**src/rfc_pkg.sv**
```systemverilog
// Purpose: shared constants and types of the rf configuration registers
// Assumes: byte-wide command link, address byte then payload msb first
// Notes:   all field positions and command lengths live here
//
// Overview of operation
// - gain tracking set recomputes amp and attenuators per frequency change
// - level fields latched only when the latch bit of the command is one
// - amp control bit zero keeps the amplifier untouched by the computation
// - two-bit field picks noise versus linearity trade-off, 0 noise, 3 linear
// - expected input level is 7-bit dB magnitude plus sign, one negative
// - expected mixer level is 7-bit dB magnitude plus sign, one negative
// - expected output level is 7-bit dB magnitude plus sign, one negative
// - store command saves all settings to nonvolatile memory for startup
// - standby bit one powers section down, zero returns it to active
// - section code 0 whole device, 1-3 oscillators, 4 signal chain
// - lock bit clear uses internal reference, set locks to external one
// - reference output enable bit turns the reference port on
// - backplane export bit works on one variant only, else no function
// - 16-bit trim word driven onto the internal oscillator tuning input
// - path bit zero feeds first mixer, one routes oscillator to port
// - one attenuator code step equals a quarter of a dB
package rfc_pkg;

  // ****************************************************************
  // register addresses and payload lengths
  // ****************************************************************
  localparam logic [7:0] ADDR_AUTO_GAIN  = 8'h17;
  localparam logic [7:0] ADDR_SAVE       = 8'h18;
  localparam logic [7:0] ADDR_STANDBY    = 8'h19;
  localparam logic [7:0] ADDR_REF_CLOCK  = 8'h1a;
  localparam logic [7:0] ADDR_REF_TRIM   = 8'h1b;
  localparam logic [7:0] ADDR_OSC_ROUTE  = 8'h1c;
  localparam logic [2:0] LEN_AUTO_GAIN   = 3'h5;
  localparam logic [2:0] LEN_REF_TRIM    = 3'h3;
  localparam logic [2:0] LEN_SHORT       = 3'h1;
  localparam int         PAYLOAD_W       = 40;

  // ****************************************************************
  // field positions
  // ****************************************************************
  localparam int AG_TRACK_BIT = 0;
  localparam int AG_LATCH_BIT = 1;
  localparam int AG_AMP_BIT   = 2;
  localparam int AG_MODE_LSB  = 3;
  localparam int AG_IN_LSB    = 8;
  localparam int AG_MIX_LSB   = 16;
  localparam int AG_OUT_LSB   = 24;
  localparam int SB_STATE_BIT = 0;
  localparam int SB_SECT_LSB  = 1;
  localparam int RC_LOCK_BIT  = 0;
  localparam int RC_PORT_BIT  = 1;
  localparam int RC_RATE_BIT  = 2;
  localparam int RC_BPL_BIT   = 3;
  localparam int TRIM_LSB     = 0;
  localparam int ROUTE_BIT    = 0;
  localparam int QDB_SHIFT    = 2;

  // ****************************************************************
  // standby sections and answer codes
  // ****************************************************************
  localparam logic [2:0] SECT_DEVICE = 3'h0;
  localparam logic [2:0] SECT_CHAIN  = 3'h4;
  localparam int         SECT_N      = 5;
  localparam logic [7:0] ACK_OK      = 8'h00;
  localparam logic [7:0] ACK_UNKNOWN = 8'hff;

  // ****************************************************************
  // types
  // ****************************************************************
  typedef struct packed {
    logic       neg;
    logic [6:0] mag;
  } rfc_lvl_t;

  typedef struct packed {
    logic                gain_track_on;
    logic                amp_follow_computation;
    logic [1:0]          noise_linearity_tradeoff;
    rfc_lvl_t            expected_input_db;
    rfc_lvl_t            expected_mixer_db;
    rfc_lvl_t            expected_output_db;
    logic [SECT_N-1:0]   section_standby;
    logic                external_ref_lock;
    logic                ref_port_drive;
    logic                ref_out_rate_select;
    logic                backplane_clock_export;
    logic [15:0]         ref_trim_word;
    logic                first_osc_routing;
  } rfc_cfg_t;

  typedef struct packed {
    logic [7:0]           addr;
    logic [PAYLOAD_W-1:0] payload;
  } rfc_cmd_t;

  typedef struct packed {
    logic        valid;
    logic signed [10:0] gain_qdb;
    logic signed [10:0] mixer_qdb;
    logic        amp_allowed;
    logic [1:0]  tradeoff;
  } rfc_gain_req_t;

  localparam rfc_cfg_t CFG_RESET = '0;

  // payload bytes that follow an address byte
  function automatic logic [2:0] payload_len(input logic [7:0] addr);
    case (addr)
      ADDR_AUTO_GAIN: payload_len = LEN_AUTO_GAIN;
      ADDR_REF_TRIM:  payload_len = LEN_REF_TRIM;
      default:        payload_len = LEN_SHORT;
    endcase
  endfunction : payload_len

  // sign and magnitude in dB to signed quarter-dB steps
  function automatic logic signed [10:0] lvl_to_qdb(input rfc_lvl_t l);
    logic signed [10:0] v;
    v = signed'(11'(l.mag) << QDB_SHIFT);
    lvl_to_qdb = l.neg ? -v : v;
  endfunction : lvl_to_qdb

endpackage : rfc_pkg

```
**src/rfc_cmd_rx.sv**
```systemverilog
// Purpose: splits the byte stream into address and payload
// Assumes: host waits for the answer byte before the next command
// Notes:   stalls on rx_ready until released
`timescale 1ns/1ns
module rfc_cmd_rx
  import rfc_pkg::*;
(
  input  wire logic             mclk,
  input  wire logic             rst,
  input  wire logic             open_i,
  input  wire logic             release_i,
  input  wire logic             rx_valid,
  input  wire logic [7:0]       rx_byte,
  output      logic             rx_ready,
  output      logic             cmd_valid,
  output      rfc_pkg::rfc_cmd_t cmd
);
  import rfc_pkg::*;

  typedef enum logic [1:0] {RX_ADDR, RX_DATA, RX_WAIT} rfc_rx_st_t;

  typedef struct packed {
    rfc_rx_st_t st;
    logic [2:0] left;
    logic       rdy;
    logic       done;
    rfc_cmd_t   cmd;
  } rfc_rx_t;

  rfc_rx_t q, d;
  logic    take;

  assign take = rx_valid & q.rdy;

  always_comb
  begin
    d      = q;
    d.done = 1'b0;
    case (q.st)
      RX_ADDR:
      begin
        if (take)
        begin
          d.cmd.addr    = rx_byte;
          d.cmd.payload = '0;
          d.left        = payload_len(rx_byte);
          d.st          = RX_DATA;
        end
      end
      RX_DATA:
      begin
        if (take)
        begin
          d.cmd.payload = {q.cmd.payload[PAYLOAD_W-9:0], rx_byte};
          d.left        = q.left - 3'h1;
          if (q.left == LEN_SHORT)
          begin
            d.done = 1'b1;
            d.st   = RX_WAIT;
          end
        end
      end
      RX_WAIT:
      begin
        if (release_i)
          d.st = RX_ADDR;
      end
      default: d.st = RX_ADDR;
    endcase
    d.rdy = (d.st != RX_WAIT) & open_i;
  end

  always_ff @(posedge mclk)
  begin
    if (rst)
      q <= '0;
    else
      q <= d;
  end

  assign rx_ready  = q.rdy;
  assign cmd_valid = q.done;
  assign cmd       = q.cmd;

endmodule : rfc_cmd_rx

```
**src/rfc_ack_tx.sv**
```systemverilog
// Purpose: holds the one answer byte until the host takes it
// Assumes: send only while no answer is pending
// Notes:   taken pulses one cycle after the host read
`timescale 1ns/1ns
module rfc_ack_tx
  import rfc_pkg::*;
(
  input  wire logic       mclk,
  input  wire logic       rst,
  input  wire logic       send,
  input  wire logic [7:0] code,
  input  wire logic       tx_take,
  output      logic       tx_valid,
  output      logic [7:0] tx_byte,
  output      logic       taken
);
  import rfc_pkg::*;

  typedef struct packed {
    logic       valid;
    logic [7:0] data;
    logic       taken;
  } rfc_tx_t;

  rfc_tx_t q, d;

  always_comb
  begin
    d       = q;
    d.taken = 1'b0;
    if (q.valid & tx_take)
    begin
      d.valid = 1'b0;
      d.taken = 1'b1;
    end
    else if (send & ~q.valid)
    begin
      d.valid = 1'b1;
      d.data  = code;
    end
  end

  always_ff @(posedge mclk)
  begin
    if (rst)
      q <= '0;
    else
      q <= d;
  end

  assign tx_valid = q.valid;
  assign tx_byte  = q.data;
  assign taken    = q.taken;

endmodule : rfc_ack_tx

```
**src/rfc_regs.sv**
```systemverilog
// Purpose: command-addressed configuration registers of the downconverter
// Assumes: nonvolatile store answers save and load requests by handshake
// Notes:   settings load from the store after reset before commands open
`timescale 1ns/1ns
module rfc_regs
  import rfc_pkg::*;
#(
  parameter bit HAS_BACKPLANE_EXPORT = 1'b0
)
(
  input  wire logic               mclk,
  input  wire logic               rst,
  input  wire logic               rx_valid,
  input  wire logic [7:0]         rx_byte,
  output      logic               rx_ready,
  output      logic               tx_valid,
  output      logic [7:0]         tx_byte,
  input  wire logic               tx_take,
  input  wire logic               freq_changed,
  output      rfc_pkg::rfc_gain_req_t gain_req,
  output      rfc_pkg::rfc_cfg_t  settings,
  output      logic               nv_save_req,
  output      logic               nv_load_req,
  input  wire logic               nv_save_done,
  input  wire logic               nv_load_valid,
  input  wire rfc_pkg::rfc_cfg_t  nv_load_cfg
);
  import rfc_pkg::*;

  // ****************************************************************
  // state
  // ****************************************************************
  typedef enum logic [2:0] {
    ST_BOOT_REQ,
    ST_BOOT_WAIT,
    ST_RUN,
    ST_SAVE_WAIT,
    ST_ACK_WAIT
  } rfc_main_st_t;

  typedef struct packed {
    rfc_main_st_t  st;
    rfc_cfg_t      cfg;
    rfc_gain_req_t gain;
    logic          save_req;
    logic          load_req;
    logic          open;
    logic          send;
    logic [7:0]    code;
  } rfc_main_t;

  rfc_main_t q, d;

  // ****************************************************************
  // links to the framer and the answer holder
  // ****************************************************************
  logic     cmd_valid;
  rfc_cmd_t cmd;
  logic     ack_taken;

  rfc_cmd_rx u_rx (
    .mclk      (mclk),
    .rst       (rst),
    .open_i    (q.open),
    .release_i (ack_taken),
    .rx_valid  (rx_valid),
    .rx_byte   (rx_byte),
    .rx_ready  (rx_ready),
    .cmd_valid (cmd_valid),
    .cmd       (cmd)
  );

  rfc_ack_tx u_tx (
    .mclk     (mclk),
    .rst      (rst),
    .send     (q.send),
    .code     (q.code),
    .tx_take  (tx_take),
    .tx_valid (tx_valid),
    .tx_byte  (tx_byte),
    .taken    (ack_taken)
  );

  // ****************************************************************
  // command decode
  // ****************************************************************
  logic [PAYLOAD_W-1:0] pl;
  logic [2:0]           sect;
  logic                 sb_state;

  assign pl       = cmd.payload;
  assign sect     = pl[SB_SECT_LSB +: 3];
  assign sb_state = pl[SB_STATE_BIT];

  // strip the export bit where the variant lacks it
  function automatic rfc_cfg_t variant_mask(input rfc_cfg_t c);
    rfc_cfg_t r;
    r = c;
    if (!HAS_BACKPLANE_EXPORT)
      r.backplane_clock_export = 1'b0;
    variant_mask = r;
  endfunction : variant_mask

  always_comb
  begin
    d          = q;
    d.save_req = 1'b0;
    d.load_req = 1'b0;
    d.send     = 1'b0;
    d.gain.valid = 1'b0;

    // gain recompute on each frequency step while gain tracking is on
    if (freq_changed & q.cfg.gain_track_on)
    begin
      d.gain.valid       = 1'b1;
      d.gain.gain_qdb    = lvl_to_qdb(q.cfg.expected_output_db)
                         - lvl_to_qdb(q.cfg.expected_input_db);
      d.gain.mixer_qdb   = lvl_to_qdb(q.cfg.expected_mixer_db)
                         - lvl_to_qdb(q.cfg.expected_input_db);
      d.gain.amp_allowed = q.cfg.amp_follow_computation;
      d.gain.tradeoff    = q.cfg.noise_linearity_tradeoff;
    end

    case (q.st)
      ST_BOOT_REQ:
      begin
        d.load_req = 1'b1;
        d.st       = ST_BOOT_WAIT;
      end

      ST_BOOT_WAIT:
      begin
        if (nv_load_valid)
        begin
          d.cfg  = variant_mask(nv_load_cfg);
          d.open = 1'b1;
          d.st   = ST_RUN;
        end
      end

      ST_RUN:
      begin
        if (cmd_valid)
        begin
          d.code = ACK_OK;
          d.send = 1'b1;
          d.st   = ST_ACK_WAIT;
          case (cmd.addr)
            ADDR_AUTO_GAIN:
            begin
              d.cfg.gain_track_on = pl[AG_TRACK_BIT];
              d.cfg.amp_follow_computation = pl[AG_AMP_BIT];
              d.cfg.noise_linearity_tradeoff =
                pl[AG_MODE_LSB +: 2];
              if (pl[AG_LATCH_BIT])
              begin
                d.cfg.expected_input_db  = pl[AG_IN_LSB +: 8];
                d.cfg.expected_mixer_db  = pl[AG_MIX_LSB +: 8];
                d.cfg.expected_output_db = pl[AG_OUT_LSB +: 8];
              end
            end

            ADDR_SAVE:
            begin
              d.save_req = 1'b1;
              d.send     = 1'b0;
              d.st       = ST_SAVE_WAIT;
            end

            ADDR_STANDBY:
            begin
              if (sect == SECT_DEVICE)
                d.cfg.section_standby = {SECT_N{sb_state}};
              else if (sect <= SECT_CHAIN)
                d.cfg.section_standby[sect] = sb_state;
            end

            ADDR_REF_CLOCK:
            begin
              d.cfg.external_ref_lock   = pl[RC_LOCK_BIT];
              d.cfg.ref_port_drive      = pl[RC_PORT_BIT];
              d.cfg.ref_out_rate_select = pl[RC_RATE_BIT];
              d.cfg.backplane_clock_export =
                HAS_BACKPLANE_EXPORT & pl[RC_BPL_BIT];
            end

            ADDR_REF_TRIM:
              d.cfg.ref_trim_word = pl[TRIM_LSB +: 16];

            ADDR_OSC_ROUTE:
              d.cfg.first_osc_routing = pl[ROUTE_BIT];

            default:
              d.code = ACK_UNKNOWN;
          endcase
        end
      end

      ST_SAVE_WAIT:
      begin
        if (nv_save_done)
        begin
          d.code = ACK_OK;
          d.send = 1'b1;
          d.st   = ST_ACK_WAIT;
        end
      end

      ST_ACK_WAIT:
      begin
        if (ack_taken)
          d.st = ST_RUN;
      end

      default: d.st = ST_BOOT_REQ;
    endcase
  end

  // ****************************************************************
  // registers
  // ****************************************************************
  always_ff @(posedge mclk)
  begin
    if (rst)
    begin
      q      <= '0;
      q.st   <= ST_BOOT_REQ;
      q.cfg  <= CFG_RESET;
    end
    else
      q <= d;
  end

  assign gain_req    = q.gain;
  assign settings    = q.cfg;
  assign nv_save_req = q.save_req;
  assign nv_load_req = q.load_req;

endmodule : rfc_regs

```
**config.mk**
```make
export PLATFORM = sky130hd
export DESIGN_NAME = rfc_regs
export DESIGN_NICKNAME = d
export VERILOG_FILES = /design/src/rfc_pkg.sv /design/src/rfc_cmd_rx.sv /design/src/rfc_ack_tx.sv /design/src/rfc_regs.sv
export SDC_FILE = /design/constraint.sdc
export NUM_CORES = 1
export LEC_CHECK = 0
export BUFFER_PORTS_ARGS = -buffer_cell sky130_fd_sc_hd__buf_2
export CAP_MARGIN = 20
export CORE_MARGIN = 2
export CORE_UTILIZATION = 39
export DETAILED_ROUTE_END_ITERATION = 10
export GPL_TIMING_DRIVEN = 0
export REMOVE_ABC_BUFFERS = 1
export SYNTH_ARGS = -nofsm -noshare
export SYNTH_HDL_FRONTEND = slang
export SYNTH_SLANG_ARGS = --single-unit
```
**constraint.sdc**
```tcl
create_clock -name mclk -period 3.57 [get_ports mclk]
set_input_delay 0.1785 -clock mclk [delete_from_list [all_inputs] [get_ports mclk]]
set_output_delay 0.1785 -clock mclk [all_outputs]
set_load 0.01 [all_outputs]
```
### Word level (Yosys, flattened, before mapping)

Index checks and enable logic that the tools add are counted.

| operators by class | value |
|---|---|
| multiplexer cells | 41 |
| reductions and logical operators | 23 |
| add/sub/neg operators | 6 |
| bitwise operators | 11 |
| order comparisons | 3 |
| equal/unequal tests | 29 |

Operators by type and width:

| operator | count |
|---|---|
| two-way mux 57 bit | 2 |
| case mux 54 bit (2 select lines) | 1 |
| == test 8 x 5 -> 1 bit, second input constant | 8 |
| two-way mux 32 bit | 2 |
| case mux 32 bit (2 select lines) | 1 |
| two-way mux 11 bit | 3 |
| negator 9 -> 11 bit | 3 |
| two-way mux 28 bit | 1 |
| two-way mux 26 bit | 1 |
| two-way mux 5 bit | 5 |
| two-way mux 24 bit | 1 |
| subtractor 11 bit | 2 |
| != test 2 x 1 -> 1 bit, second input constant | 10 |
| AND reduction 4 bit | 5 |
| two-way mux 9 bit | 2 |
| case mux 9 bit (2 select lines) | 1 |
| two-way mux 16 bit | 1 |
| case mux 3 bit (5 select lines) | 1 |
| case mux 3 bit (2 select lines) | 2 |
| AND reduction 5 bit | 2 |
| two-way mux 3 bit | 3 |
| two-way mux 8 bit | 1 |
| two-way mux 1 bit | 7 |
| == test 3 x 1 -> 1 bit, second input constant | 2 |
| 26 further kinds | 46 |

| word-level totals | value |
|---|---|
| output and inout port bits | 92 |
| flip-flop bits (word level) | 152 |
| input port bits | 69 |
| word-level logic and storage cells | 149 |

### Logic depth before layout (Yosys ltp)

| logic depth | value |
|---|---|
| depth in word-level cells | 10 |
| mapped depth | 13 |
| mapped depth without buffers | 13 |

### Modules after synthesis

From an unflattened synthesis, not the netlist that was laid out.

| unflattened totals | value |
|---|---|
| cells, all modules | 1,044 |
| area total of the unflattened synthesis | 8,386.8 um^2 |

Modules (own cells, without submodules):

| module | times used | cells each | sequential area each (um^2) | area an instance (um^2) |
|---|---|---|---|---|
| rfc_regs | 1 | 712 | 1,661.6 | 5,496.5 |
| rfc_cmd_rx | 1 | 292 | 1,101.1 | 2,466.1 |
| rfc_ack_tx | 1 | 40 | 200.2 | 424.2 |

### Worst setup path before layout

No wires, ideal clock.

| path | value |
|---|---|
| kind | register to register |
| from | reg q, in the netlist settings[26] |
| to | reg q, in the netlist gain_req[24] |
| setup slack | 0.961 ns |
| library setup time | 0.122 ns |
| period minus slack after synthesis | 2.609 ns |
| arrival time | 2.487 ns |
| required time | 3.448 ns |
| path buffers | 0 |
| stages on the path, launching flop included | 14 |
| path through | dfxtp_1 inv_1 ha_1 or3b_4 nand2_1 xnor2_1 ha_1 a21oi_1 inv_1 a21oi_1 o21ai_0 a31oi_2 nor4_1 a311o_1 |

| on the way | value |
|---|---|
| longest elaborated chain between the ends | 3 |

Ends and longest elaborated chain:

| item | line | RTL |
|---|---|---|
| from (decl) | rfc_regs.sv:52 | `rfc_main_t q, d;` |
| negator 9 -> 11 bit | rfc_pkg.sv:119 | `lvl_to_qdb = l.neg ? -v : v;` |
| two-way mux 11 bit * | rfc_pkg.sv:119 |  |
| subtractor 11 bit * | rfc_regs.sv:117 | `- lvl_to_qdb(q.cfg.expected_input_db);` |

Mark *: on every way between the ends. The rest lies on a longest branch, timed or not.
A chain may end at the register's enable or synchronous reset.

### Worst setup path in the final report

| path | value |
|---|---|
| from | reg q, in the netlist settings[42] |
| to | reg q, in the netlist gain_req[13] |

| on the way | value |
|---|---|
| longest elaborated chain between the ends | 3 |

Ends and longest elaborated chain:

| item | line | RTL |
|---|---|---|
| negator 9 -> 11 bit | rfc_pkg.sv:119 |  |
| two-way mux 11 bit * | rfc_pkg.sv:119 |  |
| subtractor 11 bit * | rfc_regs.sv:119 | `- lvl_to_qdb(q.cfg.expected_input_db);` |

Marks and branches as above.

==> qor.csv <==
stage,metric,value,unit
die,Chip Height,141,um
critical_path,reg-to-reg critical path endpoint,gain_req[13],
critical_path,Worst EP arrival,3.45,ns
placed_design,RD Place Congestion,0.839,
grt,pin count of the biggest net entering global routing,75,
grt,wire length of the first global-routing pass,30600,um
critical_path,cell depth of the worst flop-to-flop path,12,
status,run status,completed,
drt,DRT antenna net count,0,
sta,accumulated negative setup slack,0,ns
hold_path,type of the worst min-delay path,primary input to register,
sta,max-slew headroom at the worst pin,0.353,
power,Power Density,734,mW/mm^2
clock_network,number of buffers inserted by post-CTS setup repair,0,
grt,GRT Overall Usage,0.194,
sta,final count of negative-setup-slack endpoints,0,
clock_network,Hold Buf Count CTS,5,
critical_path,Reg2Reg Launch Point,settings[42],
final_layout,"Core Util, Final",0.450,
die,initial core utilization,0.395,
sta,actual slew at the worst max-slew pin,0.970,ns
power,Max IR drop VDD,454,uV
clock_network,Resized Gates After CTS,0,
final_layout,filler cell count in the final layout,1906,
clock_network,Sink Count,133,
synth,Avg Synthesized Cell Area,7.85,um^2
final_layout,proportion of layout cells with a drive suffix above 1,0.223,
drt,Via density,5.21,
drt,DRC errors left,0,
critical_path,worst-case register-to-register setup slack,0.46,ns
drt,number of DRC violations after detailed-routing iteration 0,443,
synth,leading register cell type out of synthesis,sky130_fd_sc_hd__dfxtp_1,
power,leakage,3.33,nW
synth,top area cells in the synthesized netlist,"sky130_fd_sc_hd__dfxtp_1, sky130_fd_sc_hd__buf_4, sky130_fd_sc_hd__nand2_1",
drt,DR WL/cell,15.9,um
clock_network,clock buffers created by TritonCTS,17,
clock_network,maximum level of the CTS H-tree,4,
placed_design,number of placed instances with taps included,1189,
synth,number of distinct standard cells referenced by the synthesized netlist,65,
hold_path,WHS Endpoint,settings[8],
drt,router iterations before antenna repair,5,
power,Power Total,6.14,mW
power,part of the power in combinational logic,0.382,
synth,register bit count reported by yosys,133,
clock_network,clock transition at the registers of the reported paths,0.06,ns
sta,"Slew Viols, Final",0,
final_layout,final cell count without fillers,1226,
critical_path,kind of launch point of the worst setup path,register,
synth,post-synthesis async set-or-reset flop share,0,
final_layout,Area Growth Syn to Fin,13.9,%
final_layout,"Non-Filler Cell Area, Final",0.00836,mm^2
sta,Final Worst Setup Slack,0.457,ns
placed_design,total cell area at the placement stage,0.00768,mm^2
synth,warnings from Yosys,0,
power,Clock power frac,0.308,
final_layout,"top library cells by usage in the layout, fill and taps aside","sky130_fd_sc_hd__buf_2, sky130_fd_sc_hd__nand2_1, sky130_fd_sc_hd__dfxtp_1",
grt,number of antenna violations at the first check in global routing,0,
clock_network,Worst-Skew Late Latency,0.43,ns
critical_path,required time of the critical path,3.91,ns
synth,post-synthesis cell count,936,
sta,final critical path time including I/O delays and setup,3.11,ns
hold_path,critical hold path startpoint,nv_load_cfg[8],
critical_path,crit path kind,register to register,
sta,unrepaired setup endpoints after global routing,no,
clock_network,CTS root buffer,sky130_fd_sc_hd__clkbuf_16,
final_layout,Post-layout nets,1071,
critical_path,Worst Path Max Fanout,7,
sta,maximum achievable frequency,0.321,GHz
die,Horiz. Die Dim,141,um
placed_design,worst-case setup slack after placement,0.437,ns
die,placeable core area,0.0186,mm^2
synth,number of enable-type register cells in the synthesized netlist,0,
synth,post-synthesis instance area,0.00734,mm^2
final_layout,number of antenna repair diodes,0,
grt,number of global-route vias before repair,5750,
power,power share of the sequential group,0.310,
synth,"area leader, netlist",sky130_fd_sc_hd__dfxtp_1,
power,switching power as a share of total power,0.377,
die,Die Footprint,0.0199,mm^2
sta,ratio of final minimum period to clock period,0.872,
drt,Routed WL,19500,um
die,Std-Cell Rows,50,
grt,total congestion overflow,0,
clock_network,"buffers from clock root to sink, at most",2,
run,total of max-cap violations,0,
sta,post-route worst hold slack,0.0136,ns
placed_design,PortBufs,154,
placed_design,half-perimeter wire length after detailed placement,13600,um
final_layout,most frequent standard cell in the layout excluding fill and tap cells,sky130_fd_sc_hd__buf_2,
sta,Final Hold Violating Endpoints,0,
drt,vias,6390,
die,total I/O pin count,161,
power,cell internal power dissipation,3.82,mW
synth,proportion of netlist area held by the largest area contributor,0.363,
power,net switching power,2.32,mW
critical_path,Setup crit end kind,register,
clock_network,TritonCTS clock tree,done,
hold_path,number of instances on the worst hold path,3,
sta,setup clock skew after layout,0.0112,ns
synth,post-synthesis sequential area ratio,0.363,
registers in the layout (all words and copies together), names as in the netlist:
register and count:
u_rx.cmd_valid 1, u_tx.tx_valid 1, u_tx.taken 1, u_rx.cmd 40
settings 53, u_rx.q 5, u_rx.rx_ready 1, q 6
u_tx.tx_byte 1, nv_save_req 1, gain_req 22, nv_load_req 1
synthesized netlist by cell type (all sizes together), types with 14 or more instances:
cell	n
a211oi	29
a21oi	103
a311oi	29
and2	14
buf	108
clkbuf	36
dfxtp	133
ha	23
inv	22
nand2	138
nand3	43
nor2	88
o21ai	38
xnor2	15
power by group through the flow:
stage          combinational, mW  clock, mW  sequential, mW
2_1_floorplan               1.61          0            1.91
3_3_place_gp                2.26          0            1.92
3_5_place_dp                2.35          0            1.93
4_1_cts                     2.36       1.92            1.90
5_1_grt                     2.61       1.99            1.93
6_report                    2.35       1.89            1.90
worst max-delay path, stage by stage (launching register included):
cell	delay (ns)
sky130_fd_sc_hd__dfxtp_1	0.51
sky130_fd_sc_hd__inv_1	0.13
sky130_fd_sc_hd__ha_1	0.30
sky130_fd_sc_hd__nor2b_1	0.16
sky130_fd_sc_hd__xnor2_1	0.11
sky130_fd_sc_hd__ha_1	0.38
sky130_fd_sc_hd__nand2_1	0.07
sky130_fd_sc_hd__a21oi_1	0.19
sky130_fd_sc_hd__o21ai_0	0.21
sky130_fd_sc_hd__o311ai_0	0.36
sky130_fd_sc_hd__o221ai_1	0.21
sky130_fd_sc_hd__xnor2_1	0.18
sky130_fd_sc_hd__a211oi_1	0.23
layer usage:
metal / up-vias / part of all wire / track usage
li1: 3244 / - / -
met1: 2960 / 0.47 / 0.261
met2: 163 / 0.47 / 0.313
met3: 23 / 0.050 / 0.0394
met4: 0 / 0.014 / 0.0605
met5: - / 0 / 0
logic make-up (layout without fill, tap and decap cells):
family                     count (synthesis)  in the layout  synth area share
AOI/OAI and AO/OA                        234            234             0.205
xor gates and xnor gates                  27             27            0.0348
adders and majority gates                 23             23            0.0392
buffers and inverters                    166            218             0.132
DFF                                      133            133             0.363
muxes                                      3              3           0.00409
other                                      1              5          0.000511
and+or+nand+nor                          349            349             0.222
how the worst max path moves through the flow:
| stage | to | slack (ns) | start | depth (start not counted) |
|---|---|---|---|---|
| 2_1_floorplan | settings[26] | 0.009 | q[92] | 5 |
| 3_3_place_gp | settings[29] | -1.67 | q[92] | 4 |
| 3_5_place_dp | gain_req[13] | 0.44 | settings[42] | 12 |
| 4_1_cts | gain_req[13] | 0.41 | settings[42] | 12 |
| 5_1_grt | gain_req[13] | 0.18 | settings[42] | 12 |
| 6_report | gain_req[13] | 0.46 | settings[42] | 12 |
area by class of cell:
class                   instances  area, um^2  area share
repair buffers                164         933       0.112
clock inverters                14         200      0.0239
inverters                      22        82.6     0.00987
flip-flops and latches        133        2660       0.318
clock buffers                  18         429      0.0513
well taps                     234         293      0.0350
multi-input cells             641        3760       0.450
Power figures use the tool's default switching activity.
